## config.mk

```make
export PLATFORM = sky130hd
export DESIGN_NAME = ido_observer
export DESIGN_NICKNAME = d
export VERILOG_FILES = /design/src/rtl/ido_pkg.sv /design/src/rtl/ido_sync.sv /design/src/rtl/ido_fsm.sv /design/src/rtl/ido_observer.sv
export SDC_FILE = /design/constraint.sdc
export NUM_CORES = 1
export LEC_CHECK = 0
export BUFFER_PORTS_ARGS = -buffer_cell sky130_fd_sc_hd__buf_2
export CORE_MARGIN = 2
export CORE_UTILIZATION = 53
export DETAILED_ROUTE_END_ITERATION = 12
export GPL_ROUTABILITY_DRIVEN = 0
export HOLD_SLACK_MARGIN = 0.03
export PLACE_DENSITY = 0.79
export SYNTH_ARGS = -nofsm -noshare
export SYNTH_HDL_FRONTEND = slang
export SYNTH_SLANG_ARGS = --single-unit
```

## constraint.sdc

```tcl
create_clock -name clock -period 2.5 [get_ports clock]
set_input_delay 0.25 -clock clock [delete_from_list [all_inputs] [get_ports clock]]
set_output_delay 0.25 -clock clock [all_outputs]
set_load 0.02 [all_outputs]
```

## src/rtl/ido_pkg.sv

```systemverilog
// Operation
// Eight-bit diagnostic state register is read-only; writes change nothing.
// Bit 7 returns the serial clock input level.
// Bit 6 returns the serial data input level.
// Bit 5 returns the internal stop count signal.
// Codes 0x02 to 0x09 mark data bits 7 down to 0.
// Code 0x0A is data acknowledge; 0x0B its second half on not-acknowledge.
// Stop is generated in two states, code 0x0C then 0x0D.
// Code 0x0E is the address acknowledge, or second-byte acknowledge in 10-bit mode.
// Code 0x0F is the address read/write bit or second-byte LSB.
// Codes 0x10 to 0x17 mark first address byte bits 7 to 0.
// Code 0x18 is the acknowledge after the first 10-bit address byte.
// Codes 0x19 to 0x1F mark address bits 7 down to 1.
// Idle reports zero, start reports one.
// Software writes zero to reserved diagnostic control bits 7 to 1.
// Select bit clear: rate registers read back the reload value.
// Select bit set: rate registers read back the running counter.
// High register shows counter bits 15:8, low shows bits 7:0.
// Reading the state register has no side effects.
package ido_pkg;
   localparam int ADDR_W = 12;
   localparam logic [11:0] OFF_RATE_HIGH = 12'hF53;
   localparam logic [11:0] OFF_RATE_LOW = 12'hF54;
   localparam logic [11:0] OFF_STATE_OBSERVE = 12'hF55;
   localparam logic [11:0] OFF_COUNTER_READBACK_SELECT_SELECT = 12'hF56;
   localparam logic [7:0] RATE_BYTE_RESET = 8'hFF;
   localparam logic [7:0] COUNTER_READBACK_SELECT_SELECT_RESET = 8'h00;
   localparam logic [7:0] UNMAPPED_READ = 8'h00;
   localparam int BIT_CLOCK = 7;
   localparam int BIT_DATA = 6;
   localparam int BIT_STOP = 5;
   localparam int BIT_SELECT = 0;

   // Transmit/receive state codes
   localparam logic [4:0] ST_IDLE = 5'h00;
   localparam logic [4:0] ST_START = 5'h01;
   localparam logic [4:0] ST_DATA7 = 5'h02;
   localparam logic [4:0] ST_DATA0 = 5'h09;
   localparam logic [4:0] ST_DATA_ACK = 5'h0A;
   localparam logic [4:0] ST_DATA_NACK = 5'h0B;
   localparam logic [4:0] ST_STOP_A = 5'h0C;
   localparam logic [4:0] ST_STOP_B = 5'h0D;
   localparam logic [4:0] ST_ADDR_ACK = 5'h0E;
   localparam logic [4:0] ST_ADDR_RW = 5'h0F;
   localparam logic [4:0] ST_FIRST7 = 5'h10;
   localparam logic [4:0] ST_FIRST0 = 5'h17;
   localparam logic [4:0] ST_FIRST_ACK = 5'h18;
   localparam logic [4:0] ST_ADDR7 = 5'h19;
   localparam logic [4:0] ST_ADDR1 = 5'h1F;

   typedef struct packed {
      logic [11:0] address;
      logic read;
      logic write;
      logic [7:0] writedata;
   } ido_req_t;

   typedef struct packed {
      logic clock_line_level;
      logic data_line_level;
      logic stop_phase_counter;
      logic [4:0] serial_fsm_state;
   } ido_observe_t;

   typedef struct packed {
      logic start;
      logic ten_bit;
      logic bit_tick;
      logic nack;
      logic more;
   } ido_step_t;
endpackage

```

## src/rtl/ido_sync.sv

```systemverilog
`timescale 1ns/1ps
module ido_sync (
   input wire logic clock,
   input wire logic rst,
   input wire logic async_in,
   output logic sync_out
);
   logic meta_r;
   always_ff @(posedge clock) begin
      if (rst) begin
         meta_r <= 1'b1;
         sync_out <= 1'b1;
      end else begin
         meta_r <= async_in;
         sync_out <= meta_r;
      end
   end
endmodule // ido_sync

```

## src/rtl/ido_fsm.sv

```systemverilog
`timescale 1ns/1ps
module ido_fsm (
   input wire logic clock,
   input wire logic rst,
   input wire ido_pkg::ido_step_t step,
   output logic [4:0] serial_fsm_state,
   output logic stop_phase_counter
);
   logic [4:0] state_r;
   logic [4:0] state_nxt;
   logic ten_r;
   assign serial_fsm_state = state_r;
   // Stop count high while in the stop phase
   assign stop_phase_counter = (state_r == ido_pkg::ST_STOP_A) || (state_r == ido_pkg::ST_STOP_B);

   always_ff @(posedge clock) begin
      if (rst) ten_r <= 1'b0;
      else if (step.start && state_r == ido_pkg::ST_IDLE) ten_r <= step.ten_bit;
   end

   always_comb begin
      state_nxt = state_r;
      if (state_r == ido_pkg::ST_IDLE) begin
         if (step.start) state_nxt = ido_pkg::ST_START;
      end else if (step.bit_tick) begin
         case (state_r)
            ido_pkg::ST_START: state_nxt = ten_r ? ido_pkg::ST_FIRST7 : ido_pkg::ST_ADDR7;
            ido_pkg::ST_FIRST0: state_nxt = ido_pkg::ST_FIRST_ACK;
            ido_pkg::ST_FIRST_ACK: state_nxt = step.nack ? ido_pkg::ST_STOP_A : ido_pkg::ST_ADDR7;
            ido_pkg::ST_ADDR1: state_nxt = ido_pkg::ST_ADDR_RW;
            ido_pkg::ST_ADDR_RW: state_nxt = ido_pkg::ST_ADDR_ACK;
            ido_pkg::ST_ADDR_ACK: state_nxt = step.nack ? ido_pkg::ST_STOP_A : ido_pkg::ST_DATA7;
            ido_pkg::ST_DATA0: state_nxt = ido_pkg::ST_DATA_ACK;
            ido_pkg::ST_DATA_ACK: begin
               if (step.nack) state_nxt = ido_pkg::ST_DATA_NACK;
               else if (step.more) state_nxt = ido_pkg::ST_DATA7;
               else state_nxt = ido_pkg::ST_STOP_A;
            end
            ido_pkg::ST_DATA_NACK: state_nxt = ido_pkg::ST_STOP_A;
            ido_pkg::ST_STOP_A: state_nxt = ido_pkg::ST_STOP_B;
            ido_pkg::ST_STOP_B: state_nxt = ido_pkg::ST_IDLE;
            default: state_nxt = 5'(state_r + 5'h01);
         endcase
      end
   end

   always_ff @(posedge clock) begin
      if (rst) state_r <= ido_pkg::ST_IDLE;
      else state_r <= state_nxt;
   end
endmodule // ido_fsm

```

## src/rtl/ido_observer.sv

```systemverilog
// The Avalon-MM register port was chosen for this implementation.
`timescale 1ns/1ps
module ido_observer (
   input wire logic clock,
   input wire logic rst,
   input wire logic [11:0] avs_address,
   input wire logic avs_read,
   input wire logic avs_write,
   input wire logic [7:0] avs_writedata,
   output logic [7:0] avs_readdata,
   output logic avs_waitrequest,
   input wire logic scl_in,
   input wire logic sda_in,
   input wire ido_pkg::ido_step_t step,
   input wire logic [15:0] rate_counter,
   output logic [15:0] rate_reload_value,
   output logic counter_readback_select
);
   typedef enum logic [2:0] {
      IDO_IDLE = 3'b001,
      IDO_ANSWER = 3'b010,
      IDO_DONE = 3'b100
   } ido_bus_t;

   ido_bus_t bus_r;
   ido_pkg::ido_req_t req;
   ido_pkg::ido_observe_t obs;
   logic clock_line_level;
   logic data_line_level;
   logic [4:0] serial_fsm_state;
   logic stop_phase_counter;
   logic [7:0] rate_high_r;
   logic [7:0] rate_low_r;
   logic select_r;
   logic [7:0] read_nxt;
   logic [15:0] counter_r;

   assign req = '{address: avs_address, read: avs_read, write: avs_write,
                  writedata: avs_writedata};

   // Pins pass two flops before anything looks at them
   ido_sync u_scl (.clock(clock), .rst(rst), .async_in(scl_in), .sync_out(clock_line_level));
   ido_sync u_sda (.clock(clock), .rst(rst), .async_in(sda_in), .sync_out(data_line_level));

   ido_fsm u_fsm (
      .clock(clock),
      .rst(rst),
      .step(step),
      .serial_fsm_state(serial_fsm_state),
      .stop_phase_counter(stop_phase_counter)
   );

   assign obs = '{clock_line_level: clock_line_level, data_line_level: data_line_level,
                  stop_phase_counter: stop_phase_counter, serial_fsm_state: serial_fsm_state};

   // Counter is registered so readback is a clean snapshot
   always_ff @(posedge clock) begin
      if (rst) counter_r <= 16'h0000;
      else counter_r <= rate_counter;
   end

   always_comb begin
      read_nxt = ido_pkg::UNMAPPED_READ;
      case (req.address)
         ido_pkg::OFF_RATE_HIGH:
            read_nxt = select_r ? counter_r[15:8] : rate_high_r;
         ido_pkg::OFF_RATE_LOW:
            read_nxt = select_r ? counter_r[7:0] : rate_low_r;
         ido_pkg::OFF_STATE_OBSERVE: read_nxt = obs;
         ido_pkg::OFF_COUNTER_READBACK_SELECT_SELECT: read_nxt = {7'h00, select_r};
         default: read_nxt = ido_pkg::UNMAPPED_READ;
      endcase
   end

   // One wait cycle then answer; DONE keeps a held request from repeating
   always_ff @(posedge clock) begin
      if (rst) begin
         bus_r <= IDO_IDLE;
         avs_waitrequest <= 1'b1;
         avs_readdata <= 8'h00;
      end else begin
         case (bus_r)
            IDO_IDLE: begin
               if (req.read || req.write) begin
                  bus_r <= IDO_ANSWER;
                  avs_waitrequest <= 1'b0;
                  if (req.read) avs_readdata <= read_nxt;
               end
            end
            IDO_ANSWER: begin
               bus_r <= IDO_DONE;
               avs_waitrequest <= 1'b1;
            end
            IDO_DONE: bus_r <= IDO_IDLE;
            default: begin
               bus_r <= IDO_IDLE;
               avs_waitrequest <= 1'b1;
            end
         endcase
      end
   end

   // Writes land in the answer cycle; state register ignores writes
   always_ff @(posedge clock) begin
      if (rst) begin
         rate_high_r <= ido_pkg::RATE_BYTE_RESET;
         rate_low_r <= ido_pkg::RATE_BYTE_RESET;
         select_r <= ido_pkg::COUNTER_READBACK_SELECT_SELECT_RESET[ido_pkg::BIT_SELECT];
      end else if (bus_r == IDO_ANSWER && req.write) begin
         case (req.address)
            ido_pkg::OFF_RATE_HIGH: rate_high_r <= req.writedata;
            ido_pkg::OFF_RATE_LOW: rate_low_r <= req.writedata;
            // Reserved bits dropped; software should write them zero
            ido_pkg::OFF_COUNTER_READBACK_SELECT_SELECT: select_r <= req.writedata[ido_pkg::BIT_SELECT];
            default: ;
         endcase
      end
   end

   always_ff @(posedge clock) begin
      if (rst) begin
         rate_reload_value <= {ido_pkg::RATE_BYTE_RESET, ido_pkg::RATE_BYTE_RESET};
         counter_readback_select <= 1'b0;
      end else begin
         rate_reload_value <= {rate_high_r, rate_low_r};
         counter_readback_select <= select_r;
      end
   end
endmodule // ido_observer

```

==> results of run 1 <==
==> worst max-delay path: cells and delay by family (launching register included) <==
family          cells  cell delay [ps]
simple gates        2              800
compound gates      4              510
fa+ha+maj           2              500
flops               1              440
==> power by group <==
part           internal, uW  total, uW  switching [uW]
clock                   625       1080             453
sequential             1200       1250            48.3
combinational           228        562             334
total                  2050       2890             835
==> metal layers <==
metal  up-vias  global-route usage [%]  wire [um]  share of wire (%)
met3        16                    5.00        460                6.5
met1      1207                    27.5       3020                 43
met2        97                    37.6       3420                 48
met4         0                    11.7        155                2.2
li1       1288                       -          -                  -
met5         -                       0          0                  0
==> Yosys cell counts (2+ instances only) <==
cell type and n:
o21ai_0 6, nor4b_1 3, mux2_2 7, a21oi_1 11, a211o_1 15, a311oi_1 3
buf_2 3, a2bb2oi_1 2, nand2_1 17, nand3_1 5, buf_6 3, nand2b_1 4
o22ai_1 2, nor3b_1 2, clkbuf_1 12, o22a_1 3, inv_1 9, a22oi_1 5
ha_1 6, o22a_2 2, nor4bb_1 2, a211oi_1 2, nand4_1 2, o21a_1 2
nor4_1 2, or3_1 5, and3_1 2, o21ai_1 8, nor2_1 14, nor2b_1 35
dfxtp_1 72, nor3_1 3, mux2i_1 12, or2_2 20, nand4b_1 3
==> flip-flops by register name, indices dropped and copies added (netlist names) <==
signal,count
select_r,1
bus_r,3
u_sda.sync_out,1
avs_waitrequest,1
u_scl.meta_r,1
u_sda.meta_r,1
avs_readdata,8
u_fsm.serial_fsm_state,5
rate_reload_value,16
rate_low_r,8
u_fsm.ten_r,1
counter_readback_select,1
u_scl.sync_out,1
counter_r,16
rate_high_r,8
==> per-stage QoR <==
| stage | instances | util, % | power (uW) |
|---|---|---|---|
| after floorplan | 324 | - | 1670 |
| after global placement | 455 | 62.9 | 1810 |
| after detailed placement | 455 | 62.9 | 1830 |
| after CTS | 471 | 67.1 | 2890 |
| after global routing | 471 | 67.1 | 3020 |
| final | 471 | 67.1 | 2890 |
==> final cells by class <==
cell class / count / area (um2)
Clock buffer: 11 / 151
Clock inverter: 5 / 87.6
Fill cell: 481 / 1840
Inverter: 9 / 33.8
Multi-Input combinational cell: 223 / 1550
Sequential cell: 72 / 1440
Tap cell: 72 / 90.1
Timing Repair Buffer: 79 / 413
==> logic make-up after synthesis <==
| family | synth area share, % |
|---|---|
| AO/OA/AOI/OAI | 16.1 |
| XOR/XNOR | 0.560 |
| adder cells (fa/ha/maj) | 2.40 |
| buffers and inverters | 4.44 |
| flip-flops | 46.1 |
| multiplexers | 6.36 |
| AND/OR/NAND/NOR | 24.0 |
==> how the worst max path moves through the flow <==
| stage | to | slack (ps) | cells after the start |
|---|---|---|---|
| floorplan | u_fsm.serial_fsm_state[2]$_SDFFE_PP0P_ | 300 | 9 |
| global placement | u_fsm.serial_fsm_state[2]$_SDFFE_PP0P_ | 290 | 8 |
| detailed placement | u_fsm.serial_fsm_state[2]$_SDFFE_PP0P_ | 170 | 8 |
| CTS | u_fsm.serial_fsm_state[2]$_SDFFE_PP0P_ | 150 | 8 |
| global route | u_fsm.serial_fsm_state[0]$_SDFFE_PP0P_ | 8 | 8 |
| finish | u_fsm.serial_fsm_state[2]$_SDFFE_PP0P_ | 150 | 8 |
==> impl_metrics.ini, run 1 <==
[placement]
portBuffers = 72
dp_slack_ps = 166
place_hpwl_mm = 5.10
place_area_mm2 = 0.00353

[clock_network]
clk-insertion-delay-late_ps = 350
cts_inserted_buffers = 9
post_cts_resized = 0
path_clk_slew_ps = 80
hold_buffers = 0
cts_buffer_depth = 2
cts_root_buf = clkbuf_8
h-tree-depth = 3
postCtsSetupBuffers = 0
cts_num_sinks = 72
cts_tree = yes

[synthesis]
synth.area.top_cells = dfxtp_1 46%, nor2b_1 7.0%, a211o_1 4.2%, or2_2 4.0%, mux2i_1 3.8%
ys_types = 55
synth_edf_count = 0
async_reset_ff_share_pct = 0
synth_ff_type = dfxtp_1
ys_seq_area_share_pct = 46.1
synth_nets = 377
yosys_warnings = 0
synth.largest_area_cell = dfxtp_1
syn_area_mm2 = 0.00313
syn_area_per_cell_um2 = 9.65
ys_ff_latch = 72
synth_top_area_share_pct = 46.1
synth_cells = 324

[critical_path]
worst_path_max_delay_cell = or4_1
cp.arrival_ps = 2600
reg2reg_depth = 8
critPathMaxStageDelay_ps = 580
cp_data_required_time_ps = 2750
r2r-end = u_fsm.serial_fsm_state[2]$_SDFFE_PP0P_
crit_top_cell = ha_1
reg2reg_from = u_fsm.serial_fsm_state[0]$_SDFFE_PP0P_
worstSetupEndpointType = register
path_class = reg -> reg
setup.worst_path.start = u_fsm.serial_fsm_state[0]$_SDFFE_PP0P_
cp_cell_sequence = ha_1 > and3_1 > ha_1 > a211oi_1 > o2111ai_1 > o21ai_1 > or4_1 > o211a_1
start_kind = register
reg2reg_slack_ps = 150
worstPathMaxFanout = 8

[routing]
ant_nets = 0
dr.first_iter.drc_count = 173
vias = 2608
routed_via_density = 5.54
drt-wirelength-per-cell_um = 15.0
drt_first_pass_iters = 5
drc = 0
wl_mm = 7.05

[global_route]
grt_first_pass_wirelength_mm = 11.1
grt_max_degree = 35
overflow = 0
track_usage_pct = 22.6
antenna_found_initial = 0
grt_pass1_vias = 2413

[floorplan]
die_w_um = 80.8
core.rowCount = 27
initial_core_util_pct = 55.8
die_area_mm2 = 0.00653
coreArea_mm2 = 0.00561
die_y_um = 80.8
ioPinCount = 73

[sta]
timing.hold.ws_ps = 83.9
postLayoutSetupSlackWorst_ps = 148
fin_tns_setup_ps = 0
min_period_ps = 2350
max_freq_mhz = 425
tightest_slew_ps = 598
fin_crit_sh_pct = 94.1
setup-violations-final = 0
clock_skew_ps = 7.48
rsz0062_at_grt = no
hold_viol_final = 0
slew_headroom_pct = 60.1
slew_viol_final = 0

[hold_path]
hold_end = u_sda.meta_r$_SDFF_PP1_
min_path_cells = 2
hold_class = in -> reg
worstHoldStart = sda_in

[power]
leakage_uw = 0.00144
p_per_area_mw_per_mm2 = 767
peakVddDrop_mv = 0.476

[final_layout]
final_cell_mix = 72 x dfxtp_1, 72 x buf_2, 35 x nor2b_1
drive_gt1_share_pct = 31.8
area_growth_pct = 20.4
n_antenna_cell = 0
nets = 447
fin_area_mm2 = 0.00376

[run]
cap_violations = 0

[outcome]
status = completed
(Power assumes the default switching activity.)
==> run 2: changes to the inputs <==
--- a/config.mk
+++ b/config.mk
@@ -5,13 +5,14 @@
 export SDC_FILE = /design/constraint.sdc
 export NUM_CORES = 1
 export LEC_CHECK = 0
+export ABC_AREA = 1
 export BUFFER_PORTS_ARGS = -buffer_cell sky130_fd_sc_hd__buf_2
 export CORE_MARGIN = 2
-export CORE_UTILIZATION = 53
+export CORE_UTILIZATION = 54
 export DETAILED_ROUTE_END_ITERATION = 12
 export GPL_ROUTABILITY_DRIVEN = 0
 export HOLD_SLACK_MARGIN = 0.03
-export PLACE_DENSITY = 0.79
+export PLACE_DENSITY = 0.8
 export SYNTH_ARGS = -nofsm -noshare
 export SYNTH_HDL_FRONTEND = slang
 export SYNTH_SLANG_ARGS = --single-unit
==> run 2 against run 1 <==
Against the previous run: clock power shrank 7%; largest cell class unchanged; die area grew 2.1%; hold slack is essentially flat; critical endpoint is now u_fsm.serial_fsm_state[1]$_SDFFE_PP0P_; global-route usage grew 1.7 points; critical path type unchanged; register-to-register slack gained 400 ps; setup slack gained 400 ps; non-clock buffer count shrank 4; sequential share of layout area shrank 0.97 points; clock-buffer cell count shrank 1; highest routed layer unchanged.
==> impl_metrics.ini, run 2 <==
[outcome]
status = completed

[critical_path]
critPathMaxStageDelay_ps = 350
reg2reg_from = u_fsm.serial_fsm_state[0]$_SDFFE_PP0P_
cp_data_required_time_ps = 2770
reg2reg_depth = 11
cp_num_buf_inv = 1
worst_path_max_delay_cell = dfxtp_1
r2r-end = u_fsm.serial_fsm_state[1]$_SDFFE_PP0P_
cp.depth = 11
cp_cell_sequence = ha_1 > inv_1 > nor2_1 > ha_1 > nor2_1 > nand2_1 > nor2_2 > nand2_2 > nand3_1 > nand3_1 > a21oi_1
crit_family = simple AND/OR/NAND/NOR gates
start_kind = register
worstPathMaxFanout = 6
cp.arrival_ps = 2220
worstSetupEndpointType = register
reg2reg_slack_ps = 550
path_class = reg -> reg

[hold_path]
min_path_cells = 2
hold_end = u_scl.meta_r$_SDFF_PP1_
worstHoldStart = scl_in
hold_class = in -> reg

[global_route]
grt_pass1_vias = 2766
grt_max_degree = 38
overflow = 0
track_usage_pct = 24.4
antenna_found_initial = 0
grt_first_pass_wirelength_mm = 12.2

[floorplan]
die_w_um = 81.7
initial_core_util_pct = 55.4
ioPinCount = 73
die_y_um = 81.7
coreArea_mm2 = 0.00589
core.rowCount = 28
die_area_mm2 = 0.00667

[routing]
vias = 3066
drt_first_pass_iters = 5
dr.first_iter.drc_count = 319
drc = 0
routed_via_density = 5.11
wl_mm = 7.57
ant_nets = 0
drt-wirelength-per-cell_um = 12.6

[final_layout]
final_common_cell = nand2_1
n_antenna_cell = 0
area_growth_pct = 18.5
final_cell_mix = 107 x nand2_1, 72 x dfxtp_1, 72 x buf_2
fill_cells = 519
nets = 573
reg_top3 = counter_r: 16 flops, rate_reload_value: 16 flops
drive_gt1_share_pct = 21.3

[placement]
place_hpwl_mm = 5.48
portBuffers = 72

[clock_network]
clk-insertion-delay-late_ps = 340
cts_num_sinks = 72
cts_tree = yes
hold_buffers = 0
cts_inserted_buffers = 9
path_clk_slew_ps = 70
h-tree-depth = 3
postCtsSetupBuffers = 0
cts_root_buf = clkbuf_8
post_cts_resized = 0
cts_buffer_depth = 2

[sta]
fin_crit_sh_pct = 78.0
rsz0062_at_grt = no
tightest_slew_ps = 605
clock_skew_ps = 7.28
slew_viol_final = 0
fin_tns_setup_ps = 0
max_freq_mhz = 513
slew_headroom_pct = 59.6
setup-violations-final = 0
min_period_ps = 1950
hold_viol_final = 0

[synthesis]
synth.area.top_cells = dfxtp_1 44%, nand2_1 12%, inv_1 8.2%, nand3_1 6.8%, nor2_1 4.6%
synth_edf_count = 0
ys_seq_area_share_pct = 44.2
synth.largest_area_cell = dfxtp_1
synth_cells = 451
synth_ff_type = dfxtp_1
yosys_warnings = 0
synth.most_common_cell = nand2_1
netlist_top_cells_count = 107 x nand2_1, 72 x dfxtp_1, 71 x inv_1
syn_area_mm2 = 0.00326
synth_nets = 504
async_reset_ff_share_pct = 0
ys_ff_latch = 72
synth_top_area_share_pct = 44.2
syn_area_per_cell_um2 = 7.22
ys_types = 29

[run]
cap_violations = 0

[power]
finalPower_uw = 2830
p_per_area_mw_per_mm2 = 734
leakage_uw = 0.00202
peakVddDrop_mv = 0.374
-- run 2: worst register-to-register path: stages (launching register included) --
cell	delay (ps)
dfxtp_1	350
ha_1	260
inv_1	80
nor2_1	60
ha_1	200
nor2_1	180
nand2_1	100
nor2_2	270
nand2_2	110
nand3_1	80
nand3_1	70
a21oi_1	120
-- run 2: worst max-delay path by stage --
stage,to,start,slack (ps)
3_5_place_dp,u_fsm.serial_fsm_state[2]$_SDFFE_PP0P_,u_fsm.serial_fsm_state[1]$_SDFFE_PP0P_,600
6_report,u_fsm.serial_fsm_state[1]$_SDFFE_PP0P_,u_fsm.serial_fsm_state[0]$_SDFFE_PP0P_,550
4_1_cts,u_fsm.serial_fsm_state[1]$_SDFFE_PP0P_,u_fsm.serial_fsm_state[1]$_SDFFE_PP0P_,580
2_1_floorplan,u_fsm.serial_fsm_state[2]$_SDFFE_PP0P_,u_fsm.serial_fsm_state[0]$_SDFFE_PP0P_,810
5_1_grt,u_fsm.serial_fsm_state[2]$_SDFFE_PP0P_,u_fsm.serial_fsm_state[0]$_SDFFE_PP0P_,400
3_3_place_gp,u_fsm.serial_fsm_state[1]$_SDFFE_PP0P_,u_fsm.serial_fsm_state[0]$_SDFFE_PP0P_,680
-- run 2: report_power, final --
| group | switching, uW | internal, uW |
|---|---|---|
| Combinational | 369 | 196 |
| Clock | 435 | 569 |
| Sequential | 60.8 | 1210 |
| Total | 864 | 1970 |
-- run 2: logic make-up after synthesis --
family	share of synthesized area, %
xor gates and xnor gates	0.538
and+or+nand+nor	31.9
adders and majority gates	2.30
AOI/OAI and AO/OA	9.75
DFF	44.2
buffers and inverters	11.3
-- run 2: final cells by class --
type | instances | area [um2] | share of cell area [%]
multi-input combinational | 289 | 1450 | 37.5
sequential | 72 | 1440 | 37.3
timing repair buffer | 75 | 383 | 9.91
inverter | 73 | 274 | 7.09
clock buffer | 10 | 128 | 3.30
tap | 75 | 93.8 | 2.43
clock inverter | 6 | 92.6 | 2.40
-- run 2: metal layers --
metal	wire, um	vias up	GRT usage [%]
met4	197	0	12.7
met3	570	22	4.62
li1	-	1562	-
met2	3660	142	41.6
met1	3140	1340	29.1
met5	0	-	0
-- run 2: stage by stage --
step / cell area (um2) / instances / setup WS, ps / utilization (%) / hold WS, ps
2_1_floorplan: 3260 / 451 / 812 / - / 354
3_3_place_gp: 3640 / 584 / 685 / 61.9 / 396
3_5_place_dp: 3640 / 584 / 598 / 61.9 / 398
4_1_cts: 3860 / 600 / 580 / 65.6 / 72.8
5_1_grt: 3860 / 600 / 404 / 65.6 / 83.1
6_report: 3860 / 600 / 549 / 65.6 / 84.1
